**src/rtl/tmo_pkg.sv**
```systemverilog
// Constants for the timer output and prescaler/edge-select block
package tmo_pkg;
   // ----------------------------------------
   // Register offsets
   // ----------------------------------------
   localparam logic [15:0] ADDR_PRESCALE  = 16'hff61;
   localparam logic [15:0] ADDR_OUT_CTRL  = 16'hff63;
   localparam logic [15:0] ADDR_PORT2_DIR = 16'hff22;

   // ----------------------------------------
   // Reset values and writable masks
   // ----------------------------------------
   localparam logic [7:0] PRESCALE_RST  = 8'h00;
   localparam logic [7:0] OUT_CTRL_RST  = 8'h00;
   localparam logic [7:0] PORT2_DIR_RST = 8'hff;
   localparam logic [7:0] PRESCALE_MASK = 8'hf3;
   localparam logic [7:0] OUT_CTRL_MASK = 8'h33;

   // ----------------------------------------
   // Output control field positions
   // ----------------------------------------
   localparam int OC_TIMER_OUT_ENABLE = 0;
   localparam int OC_INVERT_A         = 1;
   localparam int OC_FORCE_RESET      = 2;
   localparam int OC_FORCE_SET        = 3;
   localparam int OC_INVERT_B         = 4;
   localparam int OC_ONESHOT_MODE     = 5;
   localparam int OC_SW_TRIGGER       = 6;

   // ----------------------------------------
   // Prescale and port two direction field positions and encodings
   // ----------------------------------------
   localparam int PS_CLK_SEL_LO  = 0;
   localparam int PS_EDGE_A_LO   = 4;
   localparam int PS_EDGE_B_LO   = 6;
   localparam int PORT2_BIT_IN_B = 1;

   localparam logic [1:0] CLK_SEL_DIV1   = 2'h0;
   localparam logic [1:0] CLK_SEL_DIV4   = 2'h1;
   localparam logic [1:0] CLK_SEL_DIV256 = 2'h2;
   localparam logic [1:0] CLK_SEL_EXT_A  = 2'h3;
   localparam logic [1:0] DIV4_LAST      = 2'h3;
   localparam logic [7:0] DIV256_LAST    = 8'hff;

   localparam logic [1:0] EDGE_FALL = 2'h0;
   localparam logic [1:0] EDGE_RISE = 2'h1;
   localparam logic [1:0] EDGE_BOTH = 2'h3;

   // ----------------------------------------
   // Counter mode codes seen from the mode register
   // ----------------------------------------
   localparam logic [1:0] MODE_STOP     = 2'h0;
   localparam logic [1:0] MODE_FREE_RUN = 2'h1;
   localparam logic [1:0] MODE_CS_EDGE  = 2'h2;
   localparam logic [1:0] MODE_CS_MATCH = 2'h3;
endpackage

```
**src/rtl/tmo_top.sv**
```systemverilog
// Timer output flip-flop, prescaler and input edge selection
//
// Contract
// (RULE1) Software trigger write launches a one-shot pulse; bit always reads 0.
// (RULE2) Pulse select bit: 0 successive pulses, 1 one-shot pulse.
// (RULE3) Invert enable B toggles output flip-flop on each compare B match.
// (RULE4) Invert enable A toggles output flip-flop on each compare A match.
// (RULE5) Force set/reset pair: 00 keep, 01 clear, 10 set, 11 prohibited.
// (RULE6) Force set and force reset bits always read as 0.
// (RULE7) Output disabled holds pin at 0; enabled pin follows the flip-flop.
// (RULE8) One-shot only in free-running and clear-on-input-A-edge modes.
// (RULE9) Software stops the timer before writing output control bits.
// (RULE10) Software writes the trigger only when one-shot mode is selected.
// (RULE11) Repeated triggers are spaced two count clocks apart by software.
// (RULE12) While output disabled, enable and force bits written in one byte.
// (RULE13) Prescale bits 7:6 pick input B edge: fall, rise, both.
// (RULE14) Prescale bits 5:4 pick input A edge: fall, rise, both.
// (RULE15) Prescale bits 1:0 pick count clock: /1, /4, /256, input A edge.
// (RULE16) External count pulses on input A last over two system clocks.
// (RULE17) Software stops the timer before writing the prescale register.
// (RULE18) Input A count clock excludes clear-and-start or capture on input A.
// (RULE19) Edge reference level is frozen while stopped, compared on restart.
// (RULE20) Noise filter needs two equal samples; sample rate per use of pin.
// (RULE21) Shared pin is either input B or timer output, never both.
// (RULE22) Port two direction: 0 output, 1 input, reset all ones.
// (RULE23) Simultaneous match events toggle once; forced level lands next clock.
`timescale 1ns/1ps
module tmo_top
   import tmo_pkg::*;
(
   input  wire logic        clk_sys,
   input  wire logic        nrst,
   input  wire logic [15:0] addr,
   input  wire logic [7:0]  wdata,
   input  wire logic        wr,
   input  wire logic        rd,
   output logic      [7:0]  rdata,
   input  wire logic [1:0]  counter_mode,
   input  wire logic        invert_on_edge_a,
   input  wire logic        match_a,
   input  wire logic        match_b,
   input  wire logic        counter_overflow,
   input  wire logic        timer_input_a,
   input  wire logic        timer_input_b,
   output logic             count_tick,
   output logic             in_a_valid_edge,
   output logic             in_b_valid_edge,
   output logic             oneshot_active,
   output logic             timer_output_pin,
   output logic             shared_port_pin_oe,
   output logic      [7:0]  port_two_direction
);

   // ----------------------------------------
   // State
   // ----------------------------------------
   typedef struct packed {
      logic [7:0] prescale;
      logic [7:0] out_ctrl;
      logic [7:0] port_dir;
      logic [7:0] rdata;
      logic [7:0] div;
      logic       tick;
      logic       samp_a;
      logic       ref_a;
      logic       edge_a;
      logic       samp_b;
      logic       ref_b;
      logic       edge_b;
      logic       out_ff;
      logic       armed;
      logic       pin;
      logic       pin_oe;
   } tmo_state_t;

   localparam tmo_state_t STATE_RST = '{
      prescale: PRESCALE_RST,
      out_ctrl: OUT_CTRL_RST,
      port_dir: PORT2_DIR_RST,
      rdata:    8'h00,
      div:      8'h00,
      tick:     1'b0,
      samp_a:   1'b0,
      ref_a:    1'b0,
      edge_a:   1'b0,
      samp_b:   1'b0,
      ref_b:    1'b0,
      edge_b:   1'b0,
      out_ff:   1'b0,
      armed:    1'b0,
      pin:      1'b0,
      pin_oe:   1'b0
   };

   tmo_state_t s;
   tmo_state_t next_s;
   logic [1:0] rst_sync;
   logic       rst_n;

   // ----------------------------------------
   // Reset release
   // ----------------------------------------
   always_ff @(posedge clk_sys or negedge nrst) begin
      if (!nrst) begin
         rst_sync <= 2'h0;
      end else begin
         rst_sync <= {rst_sync[0], 1'b1};
      end
   end

   assign rst_n = rst_sync[1];

   // ----------------------------------------
   // Edge qualifier for a two-bit edge select
   // ----------------------------------------
   function automatic logic edge_match(input logic [1:0] sel,
                                       input logic       new_lvl);
      logic hit;
      hit = 1'b0;
      unique case (sel)
         EDGE_FALL: hit = !new_lvl;
         EDGE_RISE: hit = new_lvl;
         EDGE_BOTH: hit = 1'b1;
         default:   hit = 1'b0;
      endcase
      return hit;
   endfunction

   // ----------------------------------------
   // Next state
   // ----------------------------------------
   logic       run;
   logic [1:0] clk_sel;
   logic [1:0] pin_in;
   logic [1:0] strobe;
   logic [1:0] listen;
   logic [1:0] take;
   logic [1:0] fresh;
   logic [1:0] samp_q;
   logic [1:0] ref_q;
   logic [1:0] next_samp;
   logic [1:0] next_ref;
   logic [1:0] next_edge;
   logic [3:0] edge_sel;
   logic       in_b_mode;
   logic       wr_ctrl;
   logic       oneshot_ok;
   logic       toggle;

   // ----------------------------------------
   // Input filters, one per timer input pin
   // ----------------------------------------
   assign pin_in   = {timer_input_b, timer_input_a};
   assign samp_q   = {s.samp_b, s.samp_a};
   assign ref_q    = {s.ref_b, s.ref_a};
   assign listen   = {in_b_mode, 1'b1}; // RULE21
   assign edge_sel = {s.prescale[PS_EDGE_B_LO +: 2], s.prescale[PS_EDGE_A_LO +: 2]};

   for (genvar ch = 0; ch < 2; ch++) begin : g_in
      // Sampled every clock when pin A drives the count, else on the count tick
      assign strobe[ch]    = (clk_sel == CLK_SEL_EXT_A) || s.tick; // RULE20
      assign take[ch]      = strobe[ch] && listen[ch];
      // Two equal samples that differ from the frozen reference make an edge
      assign fresh[ch]     = run && (samp_q[ch] == pin_in[ch]) && (pin_in[ch] != ref_q[ch]); // RULE19 RULE20
      assign next_samp[ch] = take[ch] ? pin_in[ch] : samp_q[ch];
      assign next_ref[ch]  = (take[ch] && fresh[ch]) ? pin_in[ch] : ref_q[ch]; // RULE19
      assign next_edge[ch] = take[ch] && fresh[ch]
                             && edge_match(edge_sel[2*ch +: 2], pin_in[ch]); // RULE13 RULE14
   end

   always_comb begin
      next_s     = s;
      run        = counter_mode != MODE_STOP;
      clk_sel    = s.prescale[PS_CLK_SEL_LO +: 2];
      in_b_mode  = s.port_dir[PORT2_BIT_IN_B];
      wr_ctrl    = wr && (addr == ADDR_OUT_CTRL);
      oneshot_ok = (counter_mode == MODE_FREE_RUN) || (counter_mode == MODE_CS_EDGE); // RULE8
      // Register reads, one cycle later
      next_s.rdata = 8'h00;
      if (rd) begin
         unique case (addr)
            ADDR_PRESCALE:  next_s.rdata = s.prescale;
            ADDR_OUT_CTRL:  next_s.rdata = s.out_ctrl; // RULE1 RULE6
            ADDR_PORT2_DIR: next_s.rdata = s.port_dir;
            default:        next_s.rdata = 8'h00;
         endcase
      end

      // Register writes
      if (wr && (addr == ADDR_PRESCALE)) begin
         next_s.prescale = wdata & PRESCALE_MASK; // RULE13 RULE14 RULE15
      end
      if (wr_ctrl) begin
         next_s.out_ctrl = wdata & OUT_CTRL_MASK; // RULE1 RULE6
      end
      if (wr && (addr == ADDR_PORT2_DIR)) begin
         next_s.port_dir = wdata; // RULE22
      end

      // ----------------------------------------
      // Input filter results
      // ----------------------------------------
      next_s.samp_a = next_samp[0];
      next_s.ref_a  = next_ref[0];
      next_s.edge_a = next_edge[0]; // RULE14
      next_s.samp_b = next_samp[1];
      next_s.ref_b  = next_ref[1];
      next_s.edge_b = next_edge[1]; // RULE13

      // Count clock selection
      next_s.div  = run ? s.div + 8'h01 : 8'h00;
      next_s.tick = 1'b0;
      unique case (clk_sel)
         CLK_SEL_DIV1:   next_s.tick = run; // RULE15
         CLK_SEL_DIV4:   next_s.tick = run && (s.div[1:0] == DIV4_LAST); // RULE15
         CLK_SEL_DIV256: next_s.tick = run && (s.div == DIV256_LAST); // RULE15
         CLK_SEL_EXT_A:  next_s.tick = next_s.edge_a; // RULE15
      endcase

      // One-shot window: opened by trigger, closed by overflow
      if (counter_overflow) begin
         next_s.armed = 1'b0; // RULE8
      end
      if (s.out_ctrl[OC_ONESHOT_MODE] && oneshot_ok) begin // RULE2 RULE8
         if (wr_ctrl && wdata[OC_SW_TRIGGER]) begin
            next_s.armed = 1'b1; // RULE1
         end
         if (s.edge_a && (counter_mode == MODE_CS_EDGE)) begin
            next_s.armed = 1'b1; // RULE8
         end
      end

      // Output flip-flop: at most one toggle per clock, software force wins
      toggle = (match_a && s.out_ctrl[OC_INVERT_A]) // RULE4
             || (match_b && s.out_ctrl[OC_INVERT_B]) // RULE3
             || (s.edge_a && invert_on_edge_a); // RULE23
      if (s.out_ctrl[OC_ONESHOT_MODE] && !s.armed) begin
         toggle = 1'b0; // RULE2
      end
      if (toggle) begin
         next_s.out_ff = !s.out_ff; // RULE3 RULE4 RULE23
      end
      if (wr_ctrl) begin
         unique case ({wdata[OC_FORCE_SET], wdata[OC_FORCE_RESET]})
            2'h1:    next_s.out_ff = 1'b0; // RULE5 RULE23
            2'h2:    next_s.out_ff = 1'b1; // RULE5 RULE23
            default: next_s.out_ff = next_s.out_ff; // RULE5
         endcase
      end

      // Pin drive
      next_s.pin    = next_s.out_ctrl[OC_TIMER_OUT_ENABLE] && next_s.out_ff; // RULE7
      next_s.pin_oe = !next_s.port_dir[PORT2_BIT_IN_B]; // RULE21 RULE22
   end

   // ----------------------------------------
   // State register
   // ----------------------------------------
   always_ff @(posedge clk_sys or negedge rst_n) begin
      if (!rst_n) begin
         s <= STATE_RST;
      end else begin
         s <= next_s;
      end
   end

   // ----------------------------------------
   // Outputs
   // ----------------------------------------
   assign rdata              = s.rdata;
   assign count_tick         = s.tick;
   assign in_a_valid_edge    = s.edge_a;
   assign in_b_valid_edge    = s.edge_b;
   assign oneshot_active     = s.armed;
   assign timer_output_pin   = s.pin;
   assign shared_port_pin_oe = s.pin_oe;
   assign port_two_direction = s.port_dir;
endmodule

```
**config.mk**
```make
export PLATFORM = sky130hd
export DESIGN_NAME = tmo_top
export DESIGN_NICKNAME = d
export VERILOG_FILES = /design/src/rtl/tmo_pkg.sv /design/src/rtl/tmo_top.sv
export SDC_FILE = /design/constraint.sdc
export NUM_CORES = 1
export LEC_CHECK = 0
export ABC_AREA = 1
export BUFFER_PORTS_ARGS = -buffer_cell sky130_fd_sc_hd__buf_2
export CAP_MARGIN = 0
export CELL_PAD_IN_SITES_DETAIL_PLACEMENT = 2
export CELL_PAD_IN_SITES_GLOBAL_PLACEMENT = 2
export CORE_AREA = 2 2 84 118
export CTS_CLUSTER_SIZE = 16
export DETAILED_ROUTE_END_ITERATION = 10
export DIE_AREA = 0 0 86 120
export PLACE_DENSITY = 0.79
export SLEW_MARGIN = 20
export SYNTH_ARGS = -nofsm -noshare
export SYNTH_HDL_FRONTEND = slang
export SYNTH_SLANG_ARGS = --single-unit
```
**constraint.sdc**
```tcl
create_clock -name clk_sys -period 1.3 [get_ports clk_sys]
set_input_delay 0.26 -clock clk_sys [delete_from_list [all_inputs] [get_ports clk_sys]]
set_output_delay 0.26 -clock clk_sys [all_outputs]
set_load 0.005 [all_outputs]
```
==> results of run 1 <==
==> worst max-delay path by stage <==
stage	to	cells past startpoint	slack, ps
final	count_tick	9	-140
after global routing	count_tick	9	-260
after CTS	count_tick	9	-40
after detailed placement	count_tick	9	-140
after global placement	count_tick	9	-100
after floorplan	count_tick	9	40
==> repair_timing <==
item,in CTS,in global routing
hold buffers,1,0
cloned,0,0
resized for setup,11,13
setup buffers,2,8
endpoints found under the hold margin,2,0
setup endpoints to repair,7,9
pin swaps,3,8
==> critical path, delay by kind of cell (launching register included) <==
| family | cells | cell delay [ps] |
|---|---|---|
| AO/OA/AOI/OAI | 1 | 140 |
| flip-flops | 1 | 370 |
| AND/OR/NAND/NOR | 7 | 660 |
| adder cells (fa/ha/maj) | 1 | 200 |
==> stage by stage <==
| step | hold WS [ps] | cells | TNS [ps] | power, mW |
|---|---|---|---|---|
| finish | 188 | 505 | -332 | 3.65 |
| global route | 192 | 505 | -929 | 3.81 |
| CTS | 188 | 498 | -114 | 3.65 |
| detailed placement | 50.6 | 487 | -2220 | 2.08 |
| global placement | 45.5 | 487 | -1010 | 2.04 |
| floorplan | -35.6 | 311 | 0 | 1.85 |
==> where the power goes <==
group	switching, mW	internal, mW
combinational	0.295	0.194
sequential	0.0659	1.56
clock	0.574	0.958
==> flip-flops by register name, summed over array words and instances, names as in the netlist <==
register	flops
in_a_valid_edge	1
rdata	8
shared_port_pin_oe	1
rst_sync	2
oneshot_active	1
s	15
timer_output_pin	1
port_two_direction	8
count_tick	1
clk_sel	2
edge_sel	4
in_b_valid_edge	1
ref_q	2
==> placed cells by master (no fill, tap or decap), types with 2 or more instances in the layout <==
cell	count
o21ai_2	10
nand2_1	60
nand3_2	3
buf_6	2
inv_1	47
inv_2	3
dfrtp_1	38
o21ai_0	9
nor2_2	17
nand3_1	16
buf_12	2
buf_4	34
o21ai_1	7
nand2_4	6
nor2_4	6
dfstp_2	8
ha_1	6
nand4_1	3
clkbuf_16	5
nand2_2	13
nor2_1	22
buf_2	56
a21oi_1	5
==> cell families (layout without fill, tap and decap cells) <==
| group | after synthesis | in the layout | share of synthesized area (%) |
|---|---|---|---|
| buf+inv | 70 | 154 | 13.9 |
| flops | 47 | 47 | 45.0 |
| compound gates | 35 | 35 | 8.31 |
| other cells | 1 | 1 | 0.142 |
| simple gates | 149 | 149 | 28.7 |
| fa+ha+maj | 7 | 7 | 3.32 |
| xor+xnor | 2 | 2 | 0.665 |
==> area by class of cell <==
| cell class | instances | area [um^2] | share of cell area, % |
|---|---|---|---|
| sequential | 47 | 1190 | 34.6 |
| multi-input combinational | 194 | 1130 | 33.0 |
| timing repair buffer | 95 | 608 | 17.7 |
| inverter | 51 | 194 | 5.64 |
| clock buffer | 6 | 139 | 4.04 |
| tap | 110 | 138 | 4.01 |
| clock inverter | 2 | 35.0 | 1.02 |
==> per-layer routing <==
layer	part of all wire, %	vias to the layer above	routed length [um]
met1	39	1156	3190
li1	-	1103	-
met2	58	34	4820
met3	2.1	8	172
met4	1.0	0	86
met5	0	-	0
==> impl_metrics.py, run 1 <==
metrics = {
    "logic_synthesis": {
        "syn_inst": 311,
        "yosys_warnings": 0,
        "ys_seq_elements": 47,
        "synth_area_leaders": "dfrtp_1, nand2_1, dfstp_2",
        "syn_area_um2": 2640,
        "yosys.area.top_type_share_pct": 37.0,
        "synth_most_common_cell": "nand2_1",
        "yosys-top-cells-count": "nand2_1, inv_1, dfrtp_1",
        "synthArstFlopShare_pct": 100,
        "synth_edf_count": 0,
        "synth.distinct_cells": 31,
        "synth_top_cell_by_area": "dfrtp_1",
        "syn-num-nets": 354,
        "syn_avg_cell_area_um2": 8.48,
        "ys.flop_type": "dfrtp_1",
        "yosysSeqAreaShare_pct": 45.0,
    },
    "setup_path": {
        "r2r-end": "count_tick",
        "crit_arrival_ps": 1660,
        "crit_top_cell": "nand2_1",
        "r2r_start": "s[12]",
        "end_kind": "flip-flop",
        "r2r_setup_slack_ps": -140,
        "reg2reg_depth": 9,
        "critical_path_required_ps": 1530,
        "crit_chain": "ha_1, nand2_1, nor2_2, nand2_1, o21ai_1, nand2_1, nand2_1, nand2_1, nand2_1",
        "cp_slowest_stage_delay_ps": 370,
        "start_kind": "flip-flop",
        "crit_type": "reg2reg",
        "path_max_fanout": 3,
        "slowest_stage": "dfrtp_1",
        "crit_start": "s[12]",
    },
    "drt": {
        "post_drt_wl_per_cell_um": 16.4,
        "drtAntennaViolNets": 0,
        "via_per_inst": 4.56,
        "drt_iter0_drc": 40,
        "first_pass_iters": 4,
        "postRouteWirelength_um": 8270,
        "drc": 0,
        "route.vias.total": 2301,
    },
    "timing": {
        "hold_viol_final": 0,
        "setup_viol": 4,
        "fin_skew_ps": 9.14,
        "fmax_mhz": 697,
        "grt_setup_unrepaired": "yes",
        "period_needed_ps": 1440,
        "drv_slew": 0,
        "setup_slack_ps": -135,
        "fin_crit_sh_pct": 110,
    },
    "run_status": {
        "status": "finished with violations",
        "violations": "negative setup slack",
    },
    "placed_design": {
        "dpl_worst_slack_ps": -142,
        "place.port_buffers": 57,
        "place_area_um2": 3120,
        "hpwl_um": 5930,
        "place_congestion": 0.803,
    },
    "run": {
        "max_cap_violations": 0,
    },
    "global_route": {
        "grt_usage_pct": 16.1,
        "use_met2_pct": 31.5,
        "grt_max_degree": 46,
        "antenna_found_initial": 0,
        "grt_use_met3_pct": 2.13,
        "overflow": 0,
        "met1_usage_pct": 18.0,
        "grt_pass1_wl_um": 12800,
        "grt_pass1_vias": 2530,
        "grt-busiest-layer": "met2",
    },
    "floorplanning": {
        "core_area_um2": 9300,
        "die_h_um": 120,
        "initial_core_util_pct": 28.3,
        "io-pin-count": 58,
        "die_w_um": 86,
        "rows": 42,
        "dieArea_um2": 10300,
    },
    "pwr": {
        "ir_drop_mv": 0.663,
        "p_leak_nw": 1.91,
        "power_per_cell_area_nw_per_um2": 1060,
    },
    "cells_and_area": {
        "fin_util_pct": 36.9,
        "syn_to_final_growth_pct": 30.3,
        "layout-drive-gt1-share_pct": 44.1,
        "final_area_um2": 3440,
        "nFillCells": 1067,
        "diodes": 0,
        "final_nets": 437,
    },
    "cts": {
        "cts_sinks": 47,
        "cts_made_buffers": 5,
        "root_buffer": "clkbuf_16",
        "clock_path_buffers": 2,
        "cts_tree": "done",
        "cts.clk_slew.worst_paths_ps": 70,
        "clk_latency_ps": 290,
        "cts_max_level": 2,
    },
    "worst_hold_path": {
        "hold_path.class": "in2reg",
        "hold_path_end": "port_two_direction[0]",
        "holdPathStages": 3,
        "hp-start": "wdata[0]",
    },
}
Power figures use the tool's default switching activity.
==> inputs of run 2 (changes only) <==
--- a/config.mk
+++ b/config.mk
@@ -15,6 +15,7 @@
 export DETAILED_ROUTE_END_ITERATION = 10
 export DIE_AREA = 0 0 86 120
 export PLACE_DENSITY = 0.79
+export SETUP_SLACK_MARGIN = 0.5
 export SLEW_MARGIN = 20
 export SYNTH_ARGS = -nofsm -noshare
 export SYNTH_HDL_FRONTEND = slang
==> impl_metrics.py, run 2 (synthesized netlist as in run 1, its figures left out) <==
metrics = {
    "run_status": {
        "status": "finished with violations",
        "violations": "negative setup slack",
    },
    "drt": {
        "drc": 0,
        "via_per_inst": 4.83,
        "post_drt_wl_per_cell_um": 23.6,
        "route.vias.total": 2557,
        "first_pass_iters": 4,
        "postRouteWirelength_um": 12500,
        "drtAntennaViolNets": 0,
        "drt_iter0_drc": 51,
    },
    "timing": {
        "grt_setup_unrepaired": "yes",
        "fin_skew_ps": 3.67,
        "fmax_mhz": 701,
        "fin_crit_sh_pct": 110,
        "whs_ps": 193,
        "setup_slack_ps": -127,
        "period_needed_ps": 1430,
        "hold_viol_final": 0,
        "setup_viol": 5,
        "drv_slew": 0,
    },
    "cells_and_area": {
        "fin_util_pct": 49.0,
        "final_nets": 461,
        "multi_input_area_um2": 1720,
        "final_cell_mix": "buf_6, dfrtp_1, buf_2, inv_1, nand2_2",
        "layout-drive-gt1-share_pct": 67.3,
        "final_cells": 529,
        "regMostFlops": "s",
        "syn_to_final_growth_pct": 72.9,
        "nFillCells": 951,
        "diodes": 0,
        "ff_latch_area_um2": 1190,
        "final_common_cell": "buf_6",
        "largest_register_ffs": 15,
    },
    "setup_path": {
        "critical_path_required_ps": 1510,
        "crit_arrival_ps": 1640,
        "cp_slowest_stage_delay_ps": 420,
        "end_kind": "flip-flop",
        "crit_start": "clk_sel[1]",
        "crit_top_cell": "nor2_4",
        "crit_type": "reg2reg",
        "r2r_start": "clk_sel[1]",
        "slowest_stage": "dfrtp_1",
        "path_max_fanout": 4,
        "start_kind": "flip-flop",
        "crit_chain": "ha_4, nor2_4, nor2_4, nand2_2, nor2_4, buf_4, inv_2, nor2_1",
        "crit_family": "simple AND/OR/NAND/NOR gates",
        "cp.buffers_inverters": 2,
    },
    "floorplanning": {
        "die_w_um": 86,
        "initial_core_util_pct": 28.3,
        "die_h_um": 120,
        "dieArea_um2": 10300,
        "io-pin-count": 58,
        "core_area_um2": 9300,
        "rows": 42,
    },
    "pwr": {
        "combPwrFrac_pct": 21.3,
        "p_leak_nw": 2.26,
        "seqPwrFrac_pct": 44.1,
        "ir_drop_mv": 0.680,
        "pwr-share-clk_pct": 34.6,
        "swShare_pct": 31.1,
        "power_per_cell_area_nw_per_um2": 834,
        "p_switching_mw": 1.18,
        "power.internal_mw": 2.62,
    },
    "placed_design": {
        "place_congestion": 0.730,
        "post-place-cells": 481,
        "place.port_buffers": 57,
        "hpwl_um": 6380,
    },
    "global_route": {
        "grt_pass1_vias": 2988,
        "overflow": 0,
        "grt_usage_pct": 23.3,
        "antenna_found_initial": 0,
        "grt_max_degree": 18,
        "grt_pass1_wl_um": 17800,
    },
    "cts": {
        "cts.clk_slew.worst_paths_ps": 70,
        "root_buffer": "clkbuf_16",
        "cts_max_level": 2,
        "cts_tree": "done",
        "clock_path_buffers": 2,
        "cts_made_buffers": 5,
        "clk_latency_ps": 290,
        "cts_sinks": 47,
    },
    "worst_hold_path": {
        "hold_path.class": "in2reg",
        "hp-start": "wdata[5]",
    },
    "run": {
        "max_cap_violations": 0,
    },
}
## run 2: cell type report
type	count	share of cell area, %
inverters	51	5.41
multi-input cells	195	37.8
clock inverters	3	0.329
repair buffers	118	24.6
well taps	110	3.02
clock buffers	5	2.74
flip-flops and latches	47	26.1
## run 2: worst paths after layout
check | end | slack [ps] | depth (start not counted)
setup / recovery | in_a_valid_edge | -130 | 8
hold / removal | port_two_direction[5] | 190 | 3
setup reg to reg | in_a_valid_edge | -130 | 8
hold reg to reg | ref_q[0] | 200 | 0
max in group asynchronous | port_two_direction[4] | 630 | 1
min in group asynchronous | ref_q[0] | 200 | 0
## run 2: tightest hold or removal path: stages
cell     delay, ps
buf_2          120
nand2_4         60
o21ai_2         40
## run 2: what timing repair did
item / CTS / global route
pin swaps: 48 / 35
gates resized for setup: 127 / 74
gates cloned: 3 / 0
endpoints found under the hold margin: 2 / 0
endpoints found under the setup margin: 66 / 66
hold buffers: 1 / 0
buffers inserted: 26 / 10
## run 2: power groups by stage
stage	Sequential (mW)	Combinational (mW)	Clock, mW
4_1_cts	1.66	0.687	1.30
3_3_place_gp	1.66	0.486	0
2_1_floorplan	1.66	0.250	0
3_5_place_dp	1.67	0.527	0
6_report	1.68	0.808	1.32
5_1_grt	1.69	0.873	1.38
## run 2: stage by stage
stage	setup slack, ps	TNS, ps	power [mW]	cell area (um^2)
detailed placement	-147	-2230	2.20	3310
finish	-127	-404	3.80	4560
CTS	3.90	0	3.65	4210
floorplan	113	0	1.91	2850
global placement	-85.6	-878	2.15	3310
global route	-179	-832	3.94	4560
## run 2: routing by layer
metal | global-route usage [%] | wire (um)
met5 | 0 | 0
met4 | 8.73 | 285
met3 | 3.71 | 253
met2 | 43.9 | 7160
met1 | 25.5 | 4800
==> inputs of run 3 (changes only) <==
--- a/config.mk
+++ b/config.mk
@@ -5,16 +5,15 @@
 export SDC_FILE = /design/constraint.sdc
 export NUM_CORES = 1
 export LEC_CHECK = 0
-export ABC_AREA = 1
 export BUFFER_PORTS_ARGS = -buffer_cell sky130_fd_sc_hd__buf_2
 export CAP_MARGIN = 0
 export CELL_PAD_IN_SITES_DETAIL_PLACEMENT = 2
 export CELL_PAD_IN_SITES_GLOBAL_PLACEMENT = 2
-export CORE_AREA = 2 2 84 118
+export CORE_AREA = 2 2 78 109
 export CTS_CLUSTER_SIZE = 16
 export DETAILED_ROUTE_END_ITERATION = 10
-export DIE_AREA = 0 0 86 120
-export PLACE_DENSITY = 0.79
+export DIE_AREA = 0 0 80 111
+export PLACE_DENSITY = 0.78
 export SETUP_SLACK_MARGIN = 0.5
 export SLEW_MARGIN = 20
 export SYNTH_ARGS = -nofsm -noshare
==> impl_metrics.py, run 3 <==
metrics = {
    "floorplanning": {
        "rows": 39,
        "core_area_um2": 8000,
        "initial_core_util_pct": 29.9,
        "dieArea_um2": 8880,
        "die_w_um": 80,
        "die_h_um": 111,
        "io-pin-count": 58,
    },
    "drt": {
        "drt_iter0_drc": 41,
        "route.vias.total": 2000,
        "drtAntennaViolNets": 0,
        "via_per_inst": 4.91,
        "postRouteWirelength_um": 9210,
        "post_drt_wl_per_cell_um": 22.6,
        "first_pass_iters": 4,
        "drc": 0,
    },
    "logic_synthesis": {
        "syn_area_um2": 2390,
        "synth.distinct_cells": 43,
        "ys_seq_elements": 47,
        "synthArstFlopShare_pct": 100,
        "yosys-top-cells-count": "dfrtp_1, mux2_2, nor2_1",
        "yosysSeqAreaShare_pct": 49.6,
        "syn_inst": 208,
        "synth_area_leaders": "dfrtp_1, dfstp_2, mux2_2",
        "synth_top_cell_by_area": "dfrtp_1",
        "yosys_warnings": 0,
        "synth_edf_count": 0,
        "synth_most_common_cell": "dfrtp_1",
        "yosys.area.top_type_share_pct": 40.8,
        "syn-num-nets": 251,
        "syn_avg_cell_area_um2": 11.5,
        "ys.flop_type": "dfrtp_1",
    },
    "setup_path": {
        "reg2reg_depth": 6,
        "start_kind": "input port",
        "critical_path_required_ps": 1490,
        "cp_slowest_stage_delay_ps": 550,
        "crit_chain": "buf_6, or4b_4, nor4_4, buf_4, buf_6, o211ai_1, a21oi_2",
        "path_max_fanout": 6,
        "r2r_setup_slack_ps": -420,
        "crit_type": "in2reg",
        "slowest_stage": "or4b_4",
        "end_kind": "flip-flop",
        "r2r-end": "timer_output_pin",
        "r2r_start": "s[36]",
        "crit_top_cell": "buf_6",
        "crit_arrival_ps": 1940,
    },
    "cells_and_area": {
        "largest_register_ffs": 15,
        "final_cell_mix": "buf_2, buf_4, dfrtp_1, buf_6, nor2_1",
        "layout-drive-gt1-share_pct": 65.2,
        "multi_input_area_um2": 1340,
        "nFillCells": 827,
        "final_cells": 407,
        "fin_util_pct": 45.8,
        "regMostFlops": "s",
        "final_common_cell": "buf_2",
        "final_nets": 347,
        "ff_latch_area_um2": 1200,
        "syn_to_final_growth_pct": 53.2,
        "diodes": 0,
    },
    "pwr": {
        "p_switching_mw": 0.905,
        "ir_drop_mv": 0.476,
        "combPwrFrac_pct": 15.9,
        "seqPwrFrac_pct": 46.3,
        "swShare_pct": 25.2,
        "power_per_cell_area_nw_per_um2": 980,
        "pwr-share-clk_pct": 37.8,
        "p_leak_nw": 1.71,
        "power.total_mw": 3.59,
        "power.internal_mw": 2.68,
    },
    "cts": {
        "cts_max_level": 2,
        "cts.clk_slew.worst_paths_ps": 70,
        "clock_path_buffers": 2,
        "clk_latency_ps": 290,
        "cts_tree": "done",
        "cts_sinks": 47,
        "root_buffer": "clkbuf_16",
        "cts_made_buffers": 5,
    },
    "placed_design": {
        "place.port_buffers": 57,
        "hpwl_um": 5230,
        "post-place-cells": 371,
        "dpl_worst_slack_ps": -676,
        "place_congestion": 0.742,
    },
    "timing": {
        "tightest_slew_ps": 704,
        "whs_ps": 211,
        "drv_slew": 0,
        "slew_headroom_pct": 52.9,
        "fin_crit_sh_pct": 135,
        "fmax_mhz": 571,
        "grt_setup_unrepaired": "yes",
        "fin_skew_ps": 4.95,
        "hold_viol_final": 0,
        "period_needed_ps": 1750,
        "setup_viol": 33,
        "setup_slack_ps": -451,
    },
    "run_status": {
        "status": "finished with violations",
        "violations": "negative setup slack",
    },
    "global_route": {
        "grt_max_degree": 28,
        "antenna_found_initial": 0,
        "grt_pass1_wl_um": 12300,
        "grt_usage_pct": 18.4,
        "grt_pass1_vias": 2305,
        "overflow": 0,
    },
    "worst_hold_path": {
        "hold_path.class": "reg2async",
    },
    "run": {
        "max_cap_violations": 0,
    },
}
==> run 3: power by group through the flow <==
stage | sequential (mW) | clock, mW | combinational, mW
after floorplan | 1.64 | 0 | 0.193
after global placement | 1.64 | 0 | 0.356
after detailed placement | 1.65 | 0 | 0.373
after CTS | 1.64 | 1.36 | 0.475
after global routing | 1.67 | 1.42 | 0.622
final | 1.66 | 1.36 | 0.571
==> run 3: cell families (layout without fill, tap and decap cells) <==
family | after synthesis | in the layout | share of synthesized area (%)
xor gates and xnor gates | 7 | 7 | 2.56
muxes | 24 | 24 | 11.8
buffers and inverters | 31 | 127 | 8.11
adders and majority gates | 7 | 7 | 3.66
other | 1 | 1 | 0.157
AOI/OAI and AO/OA | 28 | 28 | 7.85
and+or+nand+nor | 63 | 64 | 16.2
DFF | 47 | 47 | 49.6
==> run 3: worst max-delay path by stage <==
stage	startpoint	end	slack (ps)	depth (start not counted)
after floorplan	addr[3]	s[35]	-580	6
after global placement	addr[3]	s[40]	-630	6
after detailed placement	addr[3]	clk_sel[0]	-680	6
after CTS	addr[3]	clk_sel[0]	-380	6
after global routing	in_a_valid_edge	timer_output_pin	-520	6
final	addr[3]	rdata[6]	-450	7
==> run 3: routing by layer <==
layer  vias up  track usage, %  part of all wire, %  routed length [um]
li1        905               -                    -                   -
met1      1013            19.9                   35                3190
met2        62            34.8                   58                5360
met3        20            3.42                  3.5                 323
met4         0            6.21                  3.7                 340
met5         -               0                    0                   0
==> run 3: area by class of cell <==
type                            count  share of cell area [%]
Tap cell                          102                    3.48
Sequential cell                    47                    32.7
Multi-Input combinational cell    131                    36.6
Clock buffer                        8                    4.27
Timing Repair Buffer              109                    21.9
Inverter                           10                    1.09
==> run 3: critical path, delay by kind of cell <==
| family | cells | cell delay [ps] |
|---|---|---|
| AOI/OAI and AO/OA | 2 | 570 |
| buffers and inverters | 3 | 370 |
| and+or+nand+nor | 2 | 730 |
==> run 3: through the flow <==
stage	TNS [ps]	cell area, um^2
2_1_floorplan	-11190	2520
3_5_place_dp	-17770	2930
3_3_place_gp	-16540	2930
4_1_cts	-8970	3350
6_report	-10290	3660
5_1_grt	-12070	3660
==> run 3: timing repair <==
item,4_1_cts,5_1_grt
endpoints found under the hold margin,2,0
setup endpoints to repair,66,67
gates resized for setup,27,51
cloned,1,0
hold buffers,1,0
setup buffers,16,10
pin swaps,7,18
